--- config.mk ---
export PLATFORM = sky130hd
export DESIGN_NAME = der_top
export DESIGN_NICKNAME = d
export VERILOG_FILES = /design/src/hdl/der_queue.v /design/src/hdl/der_top.v
export VERILOG_INCLUDE_DIRS = /design/src /design/src/hdl
export SDC_FILE = /design/constraint.sdc
export NUM_CORES = 1
export LEC_CHECK = 0
export ABC_AREA = 1
export ABC_CLOCK_PERIOD_IN_PS = 5700
export BUFFER_PORTS_ARGS = -buffer_cell sky130_fd_sc_hd__buf_4
export CORE_ASPECT_RATIO = 0.7
export CORE_MARGIN = 2
export CORE_UTILIZATION = 30
export CTS_BUF_LIST = sky130_fd_sc_hd__clkbuf_8 sky130_fd_sc_hd__clkbuf_16
export CTS_CLUSTER_DIAMETER = 30
export CTS_CLUSTER_SIZE = 14
export DETAILED_ROUTE_END_ITERATION = 8
export GPL_ROUTABILITY_DRIVEN = 0
export HOLD_SLACK_MARGIN = 0.12
export PLACE_DENSITY = 0.59
export REMOVE_ABC_BUFFERS = 1
export SLEW_MARGIN = 15
export SYNTH_ARGS = -nofsm -noshare
export SYNTH_HDL_FRONTEND = slang
export SYNTH_SLANG_ARGS = --single-unit
--- constraint.sdc ---
create_clock -name sys_clk -period 5.7 [get_ports sys_clk]
set_input_delay 0.57 -clock sys_clk [delete_from_list [all_inputs] [get_ports sys_clk]]
set_output_delay 0.57 -clock sys_clk [all_outputs]
set_load 0.02 [all_outputs]
--- src/hdl/der_regs.vh ---
// Purpose: Constants for the DMA event routing and transfer controller front end
// Assumes: Plain Verilog-2005, included by bare name
// Notes:   Definitions only
//
// Summary of operation
// - Sixty-four channels, each triggered and queued independently of the others.
// - Three event queues feed three transfer controllers, one queue per controller.
// - Default burst sizes programmable, resetting to 16, 32 and 64 bytes.
// - Completion interrupts: one global plus one each for shadow regions 0 and 1.
// - Error interrupts: one global channel error plus one per transfer controller.
// - Each sourced channel hard-wired to one event source (others have none); software enables which trigger.
// - Channels 2-5 serial ports, 6-9 video, 10-15 audio port events.
// - Channels 22-23 UART 0, 24-25 UART 1, 28-29 I2C receive then transmit.
// - Channels 32-39 GPIO pin interrupts, 40-46 GPIO bank interrupts 0 to 6.
// - Channels 48-51 timer low/high events, 52-54 pulse output events.
`ifndef DER_REGS_VH
`define DER_REGS_VH

// ==========================================================================
// Sizes
`define DER_NUM_CHAN      64
`define DER_CHAN_W        6
`define DER_NUM_QUEUE     3
`define DER_QSEL_W        2
`define DER_QUEUE_DEPTH   16
`define DER_QUEUE_AW      4
`define DER_BURST_W       8

// ==========================================================================
// Burst size reset values in bytes
`define DER_BURST0_RST    8'h10
`define DER_BURST1_RST    8'h20
`define DER_BURST2_RST    8'h40

// ==========================================================================
// Queue select codes
`define DER_QSEL_LAST     2'h2

// ==========================================================================
// First channel of each source group
`define DER_CH_BSP        2
`define DER_CH_VIDEO      6
`define DER_CH_AUDIO      10
`define DER_CH_UART0      22
`define DER_CH_UART1      24
`define DER_CH_I2C        28
`define DER_CH_GPIO_PIN   32
`define DER_CH_GPIO_BANK  40
`define DER_CH_TIMER      48
`define DER_CH_PWM        52

`endif

--- src/hdl/der_queue.v ---
// Purpose: One event queue holding channel numbers awaiting a transfer controller
// Assumes: Single clock, push ignored while full
// Notes:   Head entry is presented from a register
`timescale 1ns/1ns
module der_queue #(
  parameter WIDTH = 6,
  parameter DEPTH = 16,
  parameter AW    = 4
) (
  input  wire             sys_clk,   // System clock
  input  wire             rst_b,     // Asynchronous reset, active low
  input  wire             pushValid, // Entry offered
  input  wire [WIDTH-1:0] pushData,  // Channel number offered
  output wire             full,      // No room for another entry
  output reg              headValid, // Head entry valid
  output reg  [WIDTH-1:0] headData,  // Head channel number
  input  wire             headTake   // Head consumed this cycle
);

  reg [WIDTH-1:0] mem [0:DEPTH-1];
  reg [AW-1:0]    wrPtr_reg;
  reg [AW-1:0]    rdPtr_reg;
  reg [AW:0]      count_reg;
  wire            doPush;
  wire            doLoad;

  assign full   = (count_reg == DEPTH[AW:0]);
  assign doPush = pushValid && !full;
  assign doLoad = (count_reg != {(AW+1){1'b0}}) && (!headValid || headTake);

  always @(posedge sys_clk)
  begin
    if (doPush)
      mem[wrPtr_reg] <= pushData;
  end

  always @(posedge sys_clk or negedge rst_b)
  begin
    if (!rst_b)
    begin
      wrPtr_reg <= {AW{1'b0}};
      rdPtr_reg <= {AW{1'b0}};
      count_reg <= {(AW+1){1'b0}};
      headValid <= 1'b0;
      headData  <= {WIDTH{1'b0}};
    end
    else
    begin
      if (doPush)
        wrPtr_reg <= wrPtr_reg + 1'b1;
      if (doLoad)
      begin
        rdPtr_reg <= rdPtr_reg + 1'b1;
        headData  <= mem[rdPtr_reg];
        headValid <= 1'b1;
      end
      else if (headTake)
        headValid <= 1'b0;
      count_reg <= count_reg + {{AW{1'b0}}, doPush} - {{AW{1'b0}}, doLoad};
    end
  end

endmodule // der_queue

--- src/hdl/der_top.v ---
// Purpose: Channel controller front end: event routing, queues, burst sizes, interrupts
// Assumes: All inputs synchronous to sys_clk; events are active-high levels
// Notes:   A channel triggers on the rising edge of its event while enabled
`timescale 1ns/1ns
`include "der_regs.vh"
module der_top (
  input  wire         sys_clk,              // System clock, 20 MHz
  input  wire         rst_b,                // Asynchronous reset, active low
  // Event sources
  input  wire         bsp0_tx_event,        // Serial port 0 transmit
  input  wire         bsp0_rx_event,        // Serial port 0 receive
  input  wire         bsp1_tx_event,        // Serial port 1 transmit
  input  wire         bsp1_rx_event,        // Serial port 1 receive
  input  wire         video_histogram_event,  // Video histogram
  input  wire         video_statistics_event, // Video statistics
  input  wire         video_previewer_event,  // Video previewer
  input  wire         video_resizer_event,    // Video resizer
  input  wire         audio_tx_even_event,  // Audio transmit even
  input  wire         audio_tx_odd_event,   // Audio transmit odd
  input  wire         audio_tx_event,       // Audio transmit
  input  wire         audio_rx_even_event,  // Audio receive even
  input  wire         audio_rx_odd_event,   // Audio receive odd
  input  wire         audio_rx_event,       // Audio receive
  input  wire         uart0_rx_event,       // UART 0 receive
  input  wire         uart0_tx_event,       // UART 0 transmit
  input  wire         uart1_rx_event,       // UART 1 receive
  input  wire         uart1_tx_event,       // UART 1 transmit
  input  wire         i2c_rx_event,         // I2C receive
  input  wire         i2c_tx_event,         // I2C transmit
  input  wire [7:0]   gpio_pin_irq,         // GPIO pin interrupts 0..7
  input  wire [6:0]   gpio_bank_irq,        // GPIO bank interrupts 0..6
  input  wire         timer0_low_event,     // Timer 0 low
  input  wire         timer0_high_event,    // Timer 0 high
  input  wire         timer1_low_event,     // Timer 1 low
  input  wire         timer1_high_event,    // Timer 1 high
  input  wire [2:0]   pulse_out_event,      // Pulse outputs 0..2
  // Software control
  input  wire [63:0]  chanEnable,           // Event trigger enable per channel
  input  wire [63:0]  swTrigger,            // Software trigger pulse per channel
  input  wire [127:0] chanQueueSel,         // Two-bit queue number per channel
  input  wire [63:0]  region0Enable,        // Channel reports to region 0
  input  wire [63:0]  region1Enable,        // Channel reports to region 1
  input  wire [2:0]   burstWrEn,            // Burst size write strobe per controller
  input  wire [7:0]   burstWrData,          // Burst size in bytes
  // Transfer controller side
  output wire [2:0]   tcReqValid,           // Request valid per controller
  output wire [17:0]  tcReqChan,            // Channel per controller, six bits each
  input  wire [2:0]   tcReqReady,           // Controller accepts request
  input  wire [2:0]   tcDone,               // Transfer complete pulse per controller
  input  wire [17:0]  tcDoneChan,           // Completed channel per controller
  input  wire [2:0]   tcError,              // Controller error pulse
  output reg  [7:0]   burstSize0,           // Controller zero burst size
  output reg  [7:0]   burstSize1,           // Controller one burst size
  output reg  [7:0]   burstSize2,           // Controller two burst size
  // Interrupts
  output reg          compIntGlobal,        // Global completion pulse
  output reg          compIntRegion0,       // Region 0 completion pulse
  output reg          compIntRegion1,       // Region 1 completion pulse
  output reg          errIntGlobal,         // Channel controller error pulse
  output reg  [2:0]   errIntTc              // Per-controller error pulse
);

  // ========================================================================
  // Event map
  reg  [63:0] eventRaw;
  reg  [63:0] eventPrev_reg;
  reg  [63:0] pending_reg;
  reg  [63:0] pending_next;
  reg  [63:0] newTrig;
  reg  [63:0] clearMask;
  reg  [2:0]  pushValid;
  reg  [17:0] pushChan;
  wire [2:0]  qFull;
  reg  [1:0]  sel;
  integer     i;
  integer     q;

  always @*
  begin
    eventRaw = 64'h0000000000000000;
    eventRaw[`DER_CH_BSP +: 4]   = {bsp1_rx_event, bsp1_tx_event,
                                    bsp0_rx_event, bsp0_tx_event};
    eventRaw[`DER_CH_VIDEO +: 4] = {video_resizer_event, video_previewer_event,
                                    video_statistics_event,
                                    video_histogram_event};
    eventRaw[`DER_CH_AUDIO +: 6] = {audio_rx_event, audio_rx_odd_event,
                                    audio_rx_even_event, audio_tx_event,
                                    audio_tx_odd_event,
                                    audio_tx_even_event};
    eventRaw[`DER_CH_UART0 +: 2] = {uart0_tx_event, uart0_rx_event};
    eventRaw[`DER_CH_UART1 +: 2] = {uart1_tx_event, uart1_rx_event};
    eventRaw[`DER_CH_I2C +: 2]   = {i2c_tx_event, i2c_rx_event};
    eventRaw[`DER_CH_GPIO_PIN +: 8]  = gpio_pin_irq;
    eventRaw[`DER_CH_GPIO_BANK +: 7] = gpio_bank_irq;
    eventRaw[`DER_CH_TIMER +: 4] = {timer1_high_event, timer1_low_event,
                                    timer0_high_event, timer0_low_event};
    eventRaw[`DER_CH_PWM +: 3]   = pulse_out_event;
  end

  // ========================================================================
  // Trigger and pending state
  always @*
  begin
    newTrig = (eventRaw & ~eventPrev_reg & chanEnable) | swTrigger;
  end

  // Lowest pending channel mapped to each queue is offered to it
  always @*
  begin
    pushValid = 3'b000;
    pushChan  = 18'h00000;
    clearMask = 64'h0000000000000000;
    sel       = 2'b00;
    for (q = 0; q < `DER_NUM_QUEUE; q = q + 1)
    begin
      for (i = `DER_NUM_CHAN - 1; i >= 0; i = i - 1)
      begin
        sel = chanQueueSel[i*2 +: 2];
        if (sel > `DER_QSEL_LAST)
          sel = `DER_QSEL_LAST;
        if (pending_reg[i] && (sel == q[1:0]))
        begin
          pushValid[q]       = 1'b1;
          pushChan[q*6 +: 6] = i[5:0];
        end
      end
      if (pushValid[q] && !qFull[q])
        clearMask[pushChan[q*6 +: 6]] = 1'b1;
    end
  end

  always @*
  begin
    pending_next = (pending_reg & ~clearMask) | newTrig;
  end

  always @(posedge sys_clk or negedge rst_b)
  begin
    if (!rst_b)
    begin
      eventPrev_reg <= 64'h0000000000000000;
      pending_reg   <= 64'h0000000000000000;
    end
    else
    begin
      eventPrev_reg <= eventRaw;
      pending_reg   <= pending_next;
    end
  end

  // ========================================================================
  // Queues to transfer controllers
  genvar g;
  generate
    for (g = 0; g < `DER_NUM_QUEUE; g = g + 1)
    begin : gQueue
      der_queue #(
        .WIDTH (`DER_CHAN_W),
        .DEPTH (`DER_QUEUE_DEPTH),
        .AW    (`DER_QUEUE_AW)
      ) uQueue (
        .sys_clk   (sys_clk),
        .rst_b     (rst_b),
        .pushValid (pushValid[g]),
        .pushData  (pushChan[g*6 +: 6]),
        .full      (qFull[g]),
        .headValid (tcReqValid[g]),
        .headData  (tcReqChan[g*6 +: 6]),
        .headTake  (tcReqReady[g] & tcReqValid[g])
      );
    end
  endgenerate

  // ========================================================================
  // Burst sizes
  always @(posedge sys_clk or negedge rst_b)
  begin
    if (!rst_b)
    begin
      burstSize0 <= `DER_BURST0_RST;
      burstSize1 <= `DER_BURST1_RST;
      burstSize2 <= `DER_BURST2_RST;
    end
    else
    begin
      if (burstWrEn[0])
        burstSize0 <= burstWrData;
      if (burstWrEn[1])
        burstSize1 <= burstWrData;
      if (burstWrEn[2])
        burstSize2 <= burstWrData;
    end
  end

  // ========================================================================
  // Interrupt pulses
  reg     r0Hit;
  reg     r1Hit;
  integer k;

  always @*
  begin
    r0Hit = 1'b0;
    r1Hit = 1'b0;
    for (k = 0; k < `DER_NUM_QUEUE; k = k + 1)
    begin
      if (tcDone[k])
      begin
        if (region0Enable[tcDoneChan[k*6 +: 6]])
          r0Hit = 1'b1;
        if (region1Enable[tcDoneChan[k*6 +: 6]])
          r1Hit = 1'b1;
      end
    end
  end

  always @(posedge sys_clk or negedge rst_b)
  begin
    if (!rst_b)
    begin
      compIntGlobal  <= 1'b0;
      compIntRegion0 <= 1'b0;
      compIntRegion1 <= 1'b0;
      errIntGlobal   <= 1'b0;
      errIntTc       <= 3'b000;
    end
    else
    begin
      compIntGlobal  <= |tcDone;
      compIntRegion0 <= r0Hit;
      compIntRegion1 <= r1Hit;
      // Missed event: a channel triggered again while still pending
      errIntGlobal   <= |(newTrig & pending_reg & ~clearMask);
      errIntTc       <= tcError;
    end
  end

endmodule // der_top
# ---- After elaboration in Yosys (flattened, before gate mapping)
# Memory sizes are Yosys's and may differ from the RTL's. A register that Yosys moved wholly into a read port is not among the register bits.
# Index checks and enable logic that the tools add are counted.
dict set report totals {
  output_inout_bits 52
  input_bits 466
  wordCells 1033
  ramBits 288
  ff_bits 179
  n_memories 3
}
dict set report classes {
  n_addsub 12
  n_mux 493
  order_cmp 73
  n_eq_ne 131
  reduce_logical 285
  n_bitwise 14
}
# name depth width rd rd_ports_with_merged_regs write_ports line
set mem_list {}
lappend mem_list {{gQueue[0].uQueue.mem} 16 6 1 1 1 der_queue.v:20} ;# reg [WIDTH-1:0] mem [0:DEPTH-1];
lappend mem_list {{gQueue[1].uQueue.mem} 16 6 1 1 1 der_queue.v:20}
lappend mem_list {{gQueue[2].uQueue.mem} 16 6 1 1 1 der_queue.v:20}
# cell count
set ops {}
lappend ops {{$mux W6} 192}
lappend ops {{$and A64 B64 Y64} 4}
lappend ops {{$or A64 B64 Y64} 4}
lappend ops {{$mux W1} 225}
lappend ops {{$logic_and A1 B1 Y1} 201}
lappend ops {{$mux W64} 3}
lappend ops {{$eq A2 B1 Y1 const B} 64}
lappend ops {{$eq A2 B2 Y1 const B} 64}
lappend ops {{$gt A2 B2 Y1 const B} 64}
lappend ops {{$logic_not A2 Y1} 64}
lappend ops {{$mux W2} 64}
lappend ops {{$and A55 B64 Y64} 1}
lappend ops {{$not A55 Y64} 1}
lappend ops {{$not A64 Y64} 1}
lappend ops {{$reduce_or A64 Y1} 1}
lappend ops {{$lt A6 B7 Y1 const B} 6}
lappend ops {{$bmux W1 S6} 6}
lappend ops {{$add A4 B1 Y4 const B} 6}
lappend ops {{$demux W1 S6} 3}
lappend ops {{$ge A6 B1 Y1 const B} 3}
lappend ops {{$add A5 B1 Y5} 3}
lappend ops {{$eq A5 B5 Y1 const B} 3}
lappend ops {{$reduce_bool A5 Y1} 3}
lappend ops {{$sub A5 B1 Y5} 3}
lappend ops {{other kinds (5)} 19}

# ---- Depth between registers and ports, before layout
# Gate-level depths: netlist of the first run.
dict set report logic_depth {
  ltp_word 80
  depth_mapped 77
  mapped_depth_nobuf 76
}

# ---- By module
# Synthesis of the first run repeated with hierarchy kept, for this count alone.
dict set report unflattened {
  hier_cells 3942
  hier_area_um2 29981.3
}
# mod area_per_inst_um2 seq_area_each_um2 cells_per_inst n_inst
set by_module_without_submodules {}
lappend by_module_without_submodules {der_top 14378.8 3432.0 2394 1}
lappend by_module_without_submodules {{der_queue (gQueue[0].uQueue ...)} 5200.0 3383.2 516 2}
lappend by_module_without_submodules {{der_queue (gQueue[1].uQueue)} 5202.5 3383.2 516 1}

# ---- Worst setup path after synthesis of the first run
# No wires, ideal clock.
dict set report synth_path {
  kind {input-to-reg}
  startpoint {input port chanQueueSel[123]}
  endpoint {register errIntGlobal}
  path_buffers 1
  setup_ps 119
  path_stages 72
  arrival_ps 4346
  setup_slack_ps 1236
  required_ps 5581
  cell_sequence {nand3b_1 nand2_1 nand2_1 nand2_1 nand2_1 nand2_1 nand2_1 nand2_1 nand2_1 nand2_1 nand2_1 nand2_1 nand2_1 nand2_1 nand2_1 nand2_1 nand2_1 nand2_1 (+36 left out) nand2_1 nand2_1 nand2_1 nand2_1 nand2_1 nand2_1 nand2_2 nand2_4 nand2_4 buf_6 clkinv_2 nand3_1 nand4_1 nand4_1 nor2_1 nand2_1 nor2_1 nand2_1}
}
dict set report synth_via {
  elab_cells_between_ends 406
  classes_between {order compare: 7; eq/ne: 2; mux: 382; bitwise: 4; reduce/logical: 11}
}
# item line
set synth_rtl {}
lappend synth_rtl {{start, declared} der_top.v:40} ;# input wire [127:0] chanQueueSel,
lappend synth_rtl {{$gt A2 B2 Y1 (no source line)} -}
lappend synth_rtl {{$mux W2 *} der_top.v:119} ;# if (sel > `DER_QSEL_LAST)
lappend synth_rtl {{$eq A2 B1 Y1 *} der_top.v:121} ;# if (pending_reg[i] && (sel == q[1:0]))
lappend synth_rtl {{$logic_and A1 B1 Y1 *} der_top.v:121}
lappend synth_rtl {{$mux W6 * (62 in series)} der_top.v:121}
lappend synth_rtl {{via gQueue[1].uQueue.pushData[0]} der_queue.v:13} ;# input wire [WIDTH-1:0] pushData,
lappend synth_rtl {{$lt A6 B7 Y1 (implied by the code) or $ge A6 B1 Y1 (tied branches)} der_top.v:128} ;# clearMask[pushChan[q*6 +: 6]] = 1'b1;
lappend synth_rtl {{$logic_and A1 B1 Y1 (implied by the code)} der_top.v:128}
lappend synth_rtl {{$mux W1 (implied by the code)} der_top.v:128}
lappend synth_rtl {{$demux W1 S6 *} der_top.v:128}
lappend synth_rtl {{$or A64 B64 Y64 (no source line) *} -}
lappend synth_rtl {{$mux W64 *} der_top.v:127} ;# if (pushValid[q] && !qFull[q])
lappend synth_rtl {{$or A64 B64 Y64 (no source line)} -}
lappend synth_rtl {{$mux W64 *} der_top.v:127}
lappend synth_rtl {{$not A64 Y64 *} der_top.v:233} ;# errIntGlobal <= |(newTrig & pending_reg & ~clearMask);
lappend synth_rtl {{$and A64 B64 Y64 *} der_top.v:233}
lappend synth_rtl {{$reduce_or A64 Y1 *} der_top.v:233}
lappend synth_rtl {{end signal, assigned} der_top.v:233}
lappend synth_rtl {{end, declared} der_top.v:59} ;# output reg errIntGlobal,
# The timed path passes the listed nets; every way through them passes the cells marked *.
# A chain may end at the register's enable or synchronous reset.

# ---- Worst setup path in the final report of the first run
dict set report layout_path {
  startpoint {register pending_reg[63]}
  endpoint {register errIntGlobal}
}
dict set report layout_via {
  elab_chain_len 77
  elab_cells_between_ends 414
  classes_between {order compare: 6; mux: 393; bitwise: 5; reduce/logical: 10}
}
# item line
set layout_rtl {}
lappend layout_rtl {{start, declared} der_top.v:67} ;# reg [63:0] pending_reg;
lappend layout_rtl {{start signal, assigned} der_top.v:147} ;# pending_reg <= pending_next;
lappend layout_rtl {{$logic_and A1 B1 Y1} der_top.v:121}
lappend layout_rtl {{$mux W6 (64 in series)} der_top.v:121}
lappend layout_rtl {{$lt A6 B7 Y1 (implied by the code) or $ge A6 B1 Y1 (tied branches)} der_top.v:128}
lappend layout_rtl {{$logic_and A1 B1 Y1 (implied by the code)} der_top.v:128}
lappend layout_rtl {{$mux W1 (implied by the code)} der_top.v:128}
lappend layout_rtl {{$demux W1 S6} der_top.v:128}
lappend layout_rtl {{$mux W64} der_top.v:127}
lappend layout_rtl {{$or A64 B64 Y64 (no source line)} -}
lappend layout_rtl {{$mux W64} der_top.v:127}
lappend layout_rtl {{$or A64 B64 Y64 (no source line)} -}
lappend layout_rtl {{$mux W64} der_top.v:127}
lappend layout_rtl {{$not A64 Y64} der_top.v:233}
lappend layout_rtl {{$and A64 B64 Y64 *} der_top.v:233}
lappend layout_rtl {{$reduce_or A64 Y1 *} der_top.v:233}
# Mark *: on every way between the ends. The rest lies on a longest branch, timed or not.

==> results of run 1 <==
-- where the power goes --
| group | internal (mW) | switching (mW) | total, mW |
|---|---|---|---|
| registers | 4.54 | 0.366 | 4.91 |
| logic | 1.84 | 3.38 | 5.21 |
| clock network | 3.72 | 2.21 | 5.93 |
-- Yosys cell counts, types with 36 or more instances --
library cell	n	area [um2]
edfxtp_1	288	8650
nand2_1	641	2410
o21ai_0	298	1490
clkbuf_1	125	469
mux2i_1	51	510
nand3b_1	60	450
nand3_1	169	846
nand4_1	172	1080
nor2_1	581	2180
o221ai_1	125	1090
a31o_2	106	928
inv_1	238	893
a31oi_1	36	225
dfrtp_1	194	4850
-- logic make-up (layout without fill, tap and decap cells) --
group                      after synthesis  count (layout)
adders and majority gates               36              36
xor gates and xnor gates                30              30
DFF                                    485             485
buffers and inverters                  426            1184
other                                    0               5
AOI/OAI and AO/OA                      686             686
and+or+nand+nor                       1643            1643
muxes                                   75              75
-- how the worst min path moves through the flow --
stage / start / end
2_1_floorplan: rst_b / burstSize0[0]
3_3_place_gp: gQueue[2].uQueue.headValid / gQueue[2].uQueue.headValid
3_5_place_dp: burstSize1[6] / burstSize1[6]
4_1_cts: tcReqReady[2] / gQueue[2].uQueue.headValid
5_1_grt: tcReqReady[2] / gQueue[2].uQueue.headValid
6_report: tcReqReady[2] / gQueue[2].uQueue.headValid
-- layout make-up --
type,count,share of cell area [%]
inverters,265,2.56
clock buffers,104,6.61
well taps,1248,4.00
clock inverters,87,2.26
multi-input cells,2470,34.4
flip-flops and latches,485,34.8
repair buffers,728,15.3
diodes,5,0.0321
-- timing repair --
item / CTS / global route
setup endpoints to repair: 0 / 101
hold buffers: 80 / 0
endpoints found under the hold margin: 189 / 0
resized for setup: 0 / 76
setup buffers: 0 / 6
-- stage by stage --
stage / util, % / cells / hold WS (ns) / power [mW]
floorplan: - / 3220 / 0.274 / 7.74
global placement: 36.4 / 5105 / 0.489 / 9.79
detailed placement: 36.4 / 5105 / 0.498 / 9.87
CTS: 41.0 / 5376 / 0.123 / 15.9
global route: 41.5 / 5388 / 0.141 / 16.8
finish: 41.5 / 5392 / 0.159 / 16.1
-- critical path: cells and delay by family (launching register included) --
kind	cells	cell delay (ns)
buffers and inverters	1	0.14
and+or+nand+nor	72	4.84
DFF	1	0.40
-- routing by layer --
metal  vias up  part of all wire (%)
met2      1694                    42
met5         -                  0.15
met1     13867                    42
li1      13395                     -
met3       294                    12
met4        28                   2.9
==> reports/metrics.cfg, run 1 <==
[die]
die_x_um = 372
std_cell_rows = 94
io_pins = 518
initial_core_util_pct = 30.3
die_area_um2 = 97300
die_h_um = 262
core_um2 = 94000

[synthesis]
synth_top_family_by_area = simple AND/OR/NAND/NOR gates
synth-xor-area-share_pct = 0.924
synthMuxAreaShare_pct = 2.75
synth_simple_gate_area_share_pct = 24.9
synth_edf_count = 288
yosys_most_used_dff = edfxtp_1
syn_area_per_cell_um2 = 8.41
synthArstFlopShare_pct = 40.6
synth-adder-area-share_pct = 1.66
synth-seq-area-share_pct = 47.8
ys_ff_latch = 485
netlist_area_um2 = 28400
netlist_instances = 3381
synth.distinct_cells = 45
synth_compound_area_share_pct = 16.1
yosys_warnings = 0

[setup_path]
worstSetupPathType = register to register
cpPeakStageDelay_ns = 0.40
reg2reg_depth = 73
timing.critical_path.from = pending_reg[63]
end_kind = register
cp_slowest_cell = dfrtp_1
crit_required_ns = 6.27
r2r_start = pending_reg[63]
crit_top_cell = nand2_1
path_max_fanout = 7
cp-start-kind = register
reg2reg_to = errIntGlobal
cp.arrival_ns = 6.05
regToRegSetupSlack_ns = 0.23
crit_end = errIntGlobal

[detailed_routing]
vias = 29278
ant_nets = 0
via_per_inst = 5.43
drc = 0
dr.pass1.iters = 8
wl_per_cell_um = 21.7
drt-total-wl_um = 117000
drt_iter0_drc = 3829

[clocking]
clockBufferDepth = 3
htree_levels = 3
cts.sink_count = 485
cts_buffers = 101
cts_tree = yes
root_buffer = clkbuf_16
clk_latency_ns = 0.71
clk_pin_slew_ns = 0.05

[finish]
regArea_um2 = 13600
final_common_cell = nand2_1
design_area_um2 = 39000
nets = 4553
largest_reg_flops = 288
multi_input_area_um2 = 13400
syn_to_final_growth_pct = 37.3
drive_above_1_share_pct = 25.1
fillers = 9333
most-common-layout-cells = 625 x nand2_1, 616 x buf_4, 578 x nor2_1, 298 x o21ai_0, 288 x edfxtp_1

[timing]
min_period_over_period_pct = 96.0
slew_violations = 0
max_freq_ghz = 0.183
tightest_slew_ns = 1.17
relSlewSlack_pct = 21.7
hold_viol = 0
rsz0062_at_grt = yes
setup_ws_ns = 0.226
skew_ns = 0.0461
setup_viol = 0
fin_setup_tns_ns = 0
period_minus_slack_ns = 5.47

[power]
leakage_nw = 16.6
peakVddDrop_uv = 359
p_per_area_nw_per_um2 = 411

[grt]
grt_usage_pct = 23.0
use_met3_pct = 7.19
globalRouteMet1Util_pct = 32.4
grt_pass1_wl_um = 169000
antenna_found_initial = 17
grt_start_max_net_pins = 99
first_global_vias = 27065
grtUsageMet2_pct = 33.5
grt_overflow = 0
grt.busiest_layer = met2

[run_status]
status = complete, no violations

[min_path]
hold_class = input pin to register
hold_depth = 4

[placed_design]
place_ws_ns = -0.104
placed_area_um2 = 34200
dpl.hpwl_um = 84200
port_buffers = 495

[flow_run]
maxCapViolCount = 0

Note: power is estimated with default switching activity, not from simulation.
==> inputs of run 2 (changes only) <==
--- a/config.mk
+++ b/config.mk
@@ -12,5 +12,5 @@
 export CORE_ASPECT_RATIO = 0.7
 export CORE_MARGIN = 2
-export CORE_UTILIZATION = 30
+export CORE_UTILIZATION = 41
 export CTS_BUF_LIST = sky130_fd_sc_hd__clkbuf_8 sky130_fd_sc_hd__clkbuf_16
 export CTS_CLUSTER_DIAMETER = 30
@@ -19,5 +19,5 @@
 export GPL_ROUTABILITY_DRIVEN = 0
 export HOLD_SLACK_MARGIN = 0.12
-export PLACE_DENSITY = 0.59
+export PLACE_DENSITY = 0.73
 export REMOVE_ABC_BUFFERS = 1
 export SLEW_MARGIN = 15
==> constraint.sdc (replaced) <==
create_clock -name sys_clk -period 5.7 [get_ports sys_clk]
set_input_delay 1.425 -clock sys_clk [delete_from_list [all_inputs] [get_ports sys_clk]]
set_output_delay 1.425 -clock sys_clk [all_outputs]
set_load 0.02 [all_outputs]
==> run 2 against run 1 <==
Effect of this change:
- the run now ends with negative setup slack left
- hold slack gained 0.34 ns
- via count rose by 3.8%
- cell count is 4.9% lower
- register-to-register slack got worse by 0.13 ns
- total power fell by 1.3%
- clock power shrank 7.3%
- wire length is 4.4% lower
- count of clock-buffer cells in the layout down 6
- cell area is 1.2% higher
- sequential power about the same
- critical path type is now input pin to register
==> reports/metrics.cfg, run 2 (synthesis gave the netlist of run 1 again) <==
[timing]
fin_setup_tns_ns = -0.475
skew_ns = 0.0247
tightest_slew_ns = 1.18
max_freq_ghz = 0.167
rsz0062_at_grt = yes
min_period_over_period_pct = 105
period_minus_slack_ns = 5.98
slew_violations = 0
relSlewSlack_pct = 21.5
setup_viol = 4
setup_ws_ns = -0.279
hold_viol = 0

[setup_path]
end_kind = register
crit_top_cell = a31oi_1
crit_family = compound AO/OA/AOI/OAI gates
cp_num_buf_inv = 7
cp.arrival_ns = 6.52
worstSetupPathType = input pin to register
cp_slowest_cell = a31oi_1
path_max_fanout = 9
cp-start-kind = input pin
crit_required_ns = 6.24
cpPeakStageDelay_ns = 0.46

[run_status]
status = finished, violations left
failed_checks = negative setup slack

[die]
die_area_um2 = 71500
die_x_um = 319
core_um2 = 68400
std_cell_rows = 80
die_h_um = 224
initial_core_util_pct = 41.6
io_pins = 518

[power]
peakVddDrop_uv = 321
p_per_area_nw_per_um2 = 401
design_power_total_mw = 15.8
leakage_nw = 17.1

[clocking]
cts_buffers = 93
cts.sink_count = 485
htree_levels = 3
cts_tree = yes
clk_latency_ns = 0.67
clk_pin_slew_ns = 0.05
root_buffer = clkbuf_16
holdBufCountCts = 0
clockBufferDepth = 3

[finish]
drive_above_1_share_pct = 29.3
final_common_cell = buf_4
regArea_um2 = 13600
multi_input_area_um2 = 13900
syn_to_final_growth_pct = 38.9
design_area_um2 = 39500
final_util_pct = 57.8
fillers = 5786
largest_reg_flops = 288
nets = 4642
most-common-layout-cells = 761 x buf_4, 607 x nand2_1, 568 x nor2_1, 298 x o21ai_0, 288 x edfxtp_1

[detailed_routing]
dr.pass1.iters = 7
drc = 0
drt-total-wl_um = 112000
ant_nets = 0
drt_iter0_drc = 4461
vias = 30379
via_per_inst = 5.92
wl_per_cell_um = 21.9

[grt]
antenna_found_initial = 16
grt_usage_pct = 29.5
grt_start_max_net_pins = 87
grt_overflow = 0
first_global_vias = 27854
grt_pass1_wl_um = 162000

[min_path]
hold_class = register to register

[placed_design]
dpl.hpwl_um = 78700
placed_area_um2 = 35000
port_buffers = 495

[flow_run]
maxCapViolCount = 0

[run 2: final cells by class]
cell class	instances	share of cell area [%]
clock inverter	77	1.90
sequential	485	34.4
antenna	7	0.0444
clock buffer	98	6.13
timing repair buffer	825	16.8
inverter	265	2.56
multi-input combinational	2470	35.3
tap	902	2.86
[run 2: worst paths after layout]
path,from,end,slack [ns],depth (start not counted)
max in group asynchronous,rst_b,eventPrev_reg[8],3.70,2
max,chanQueueSel[123],errIntGlobal,-0.28,34
min,gQueue[0].uQueue.headValid,gQueue[0].uQueue.headValid,0.50,2
min reg2reg,gQueue[0].uQueue.headValid,gQueue[0].uQueue.headValid,0.50,2
max reg2reg,pending_reg[63],errIntGlobal,0.10,73
min in group asynchronous,rst_b,eventPrev_reg[49],0.80,1
[run 2: what timing repair did]
action / in CTS / in global routing
pin swaps: 29 / 73
buffers inserted: 6 / 14
cloned: 2 / 6
gates resized for setup: 35 / 182
endpoints found under the setup margin: 1 / 113
[run 2: power by group]
part | switching [mW] | internal (mW)
combinational | 3.44 | 1.98
sequential | 0.380 | 4.54
clock | 2.11 | 3.39
[run 2: worst reg2reg max path, delay by kind of cell (launching register included)]
kind | cells | cell delay (ns)
DFF | 1 | 0.48
and+or+nand+nor | 71 | 4.69
buffers and inverters | 2 | 0.30
[run 2: stage by stage]
step	hold slack [ns]	cells	worst slack, ns
after global placement	0.490	4921	-0.930
after global routing	0.520	5125	-0.866
after floorplan	0.567	3220	-0.300
after detailed placement	0.493	4921	-0.892
final	0.499	5129	-0.279
after CTS	0.508	5104	-0.0523
[run 2: per-layer routing]
metal  GRT usage (%)  part of all wire [%]
met5               0                  0.10
met4            9.88                   3.9
met3            8.76                    13
met2            44.9                    43
met1            40.1                    39
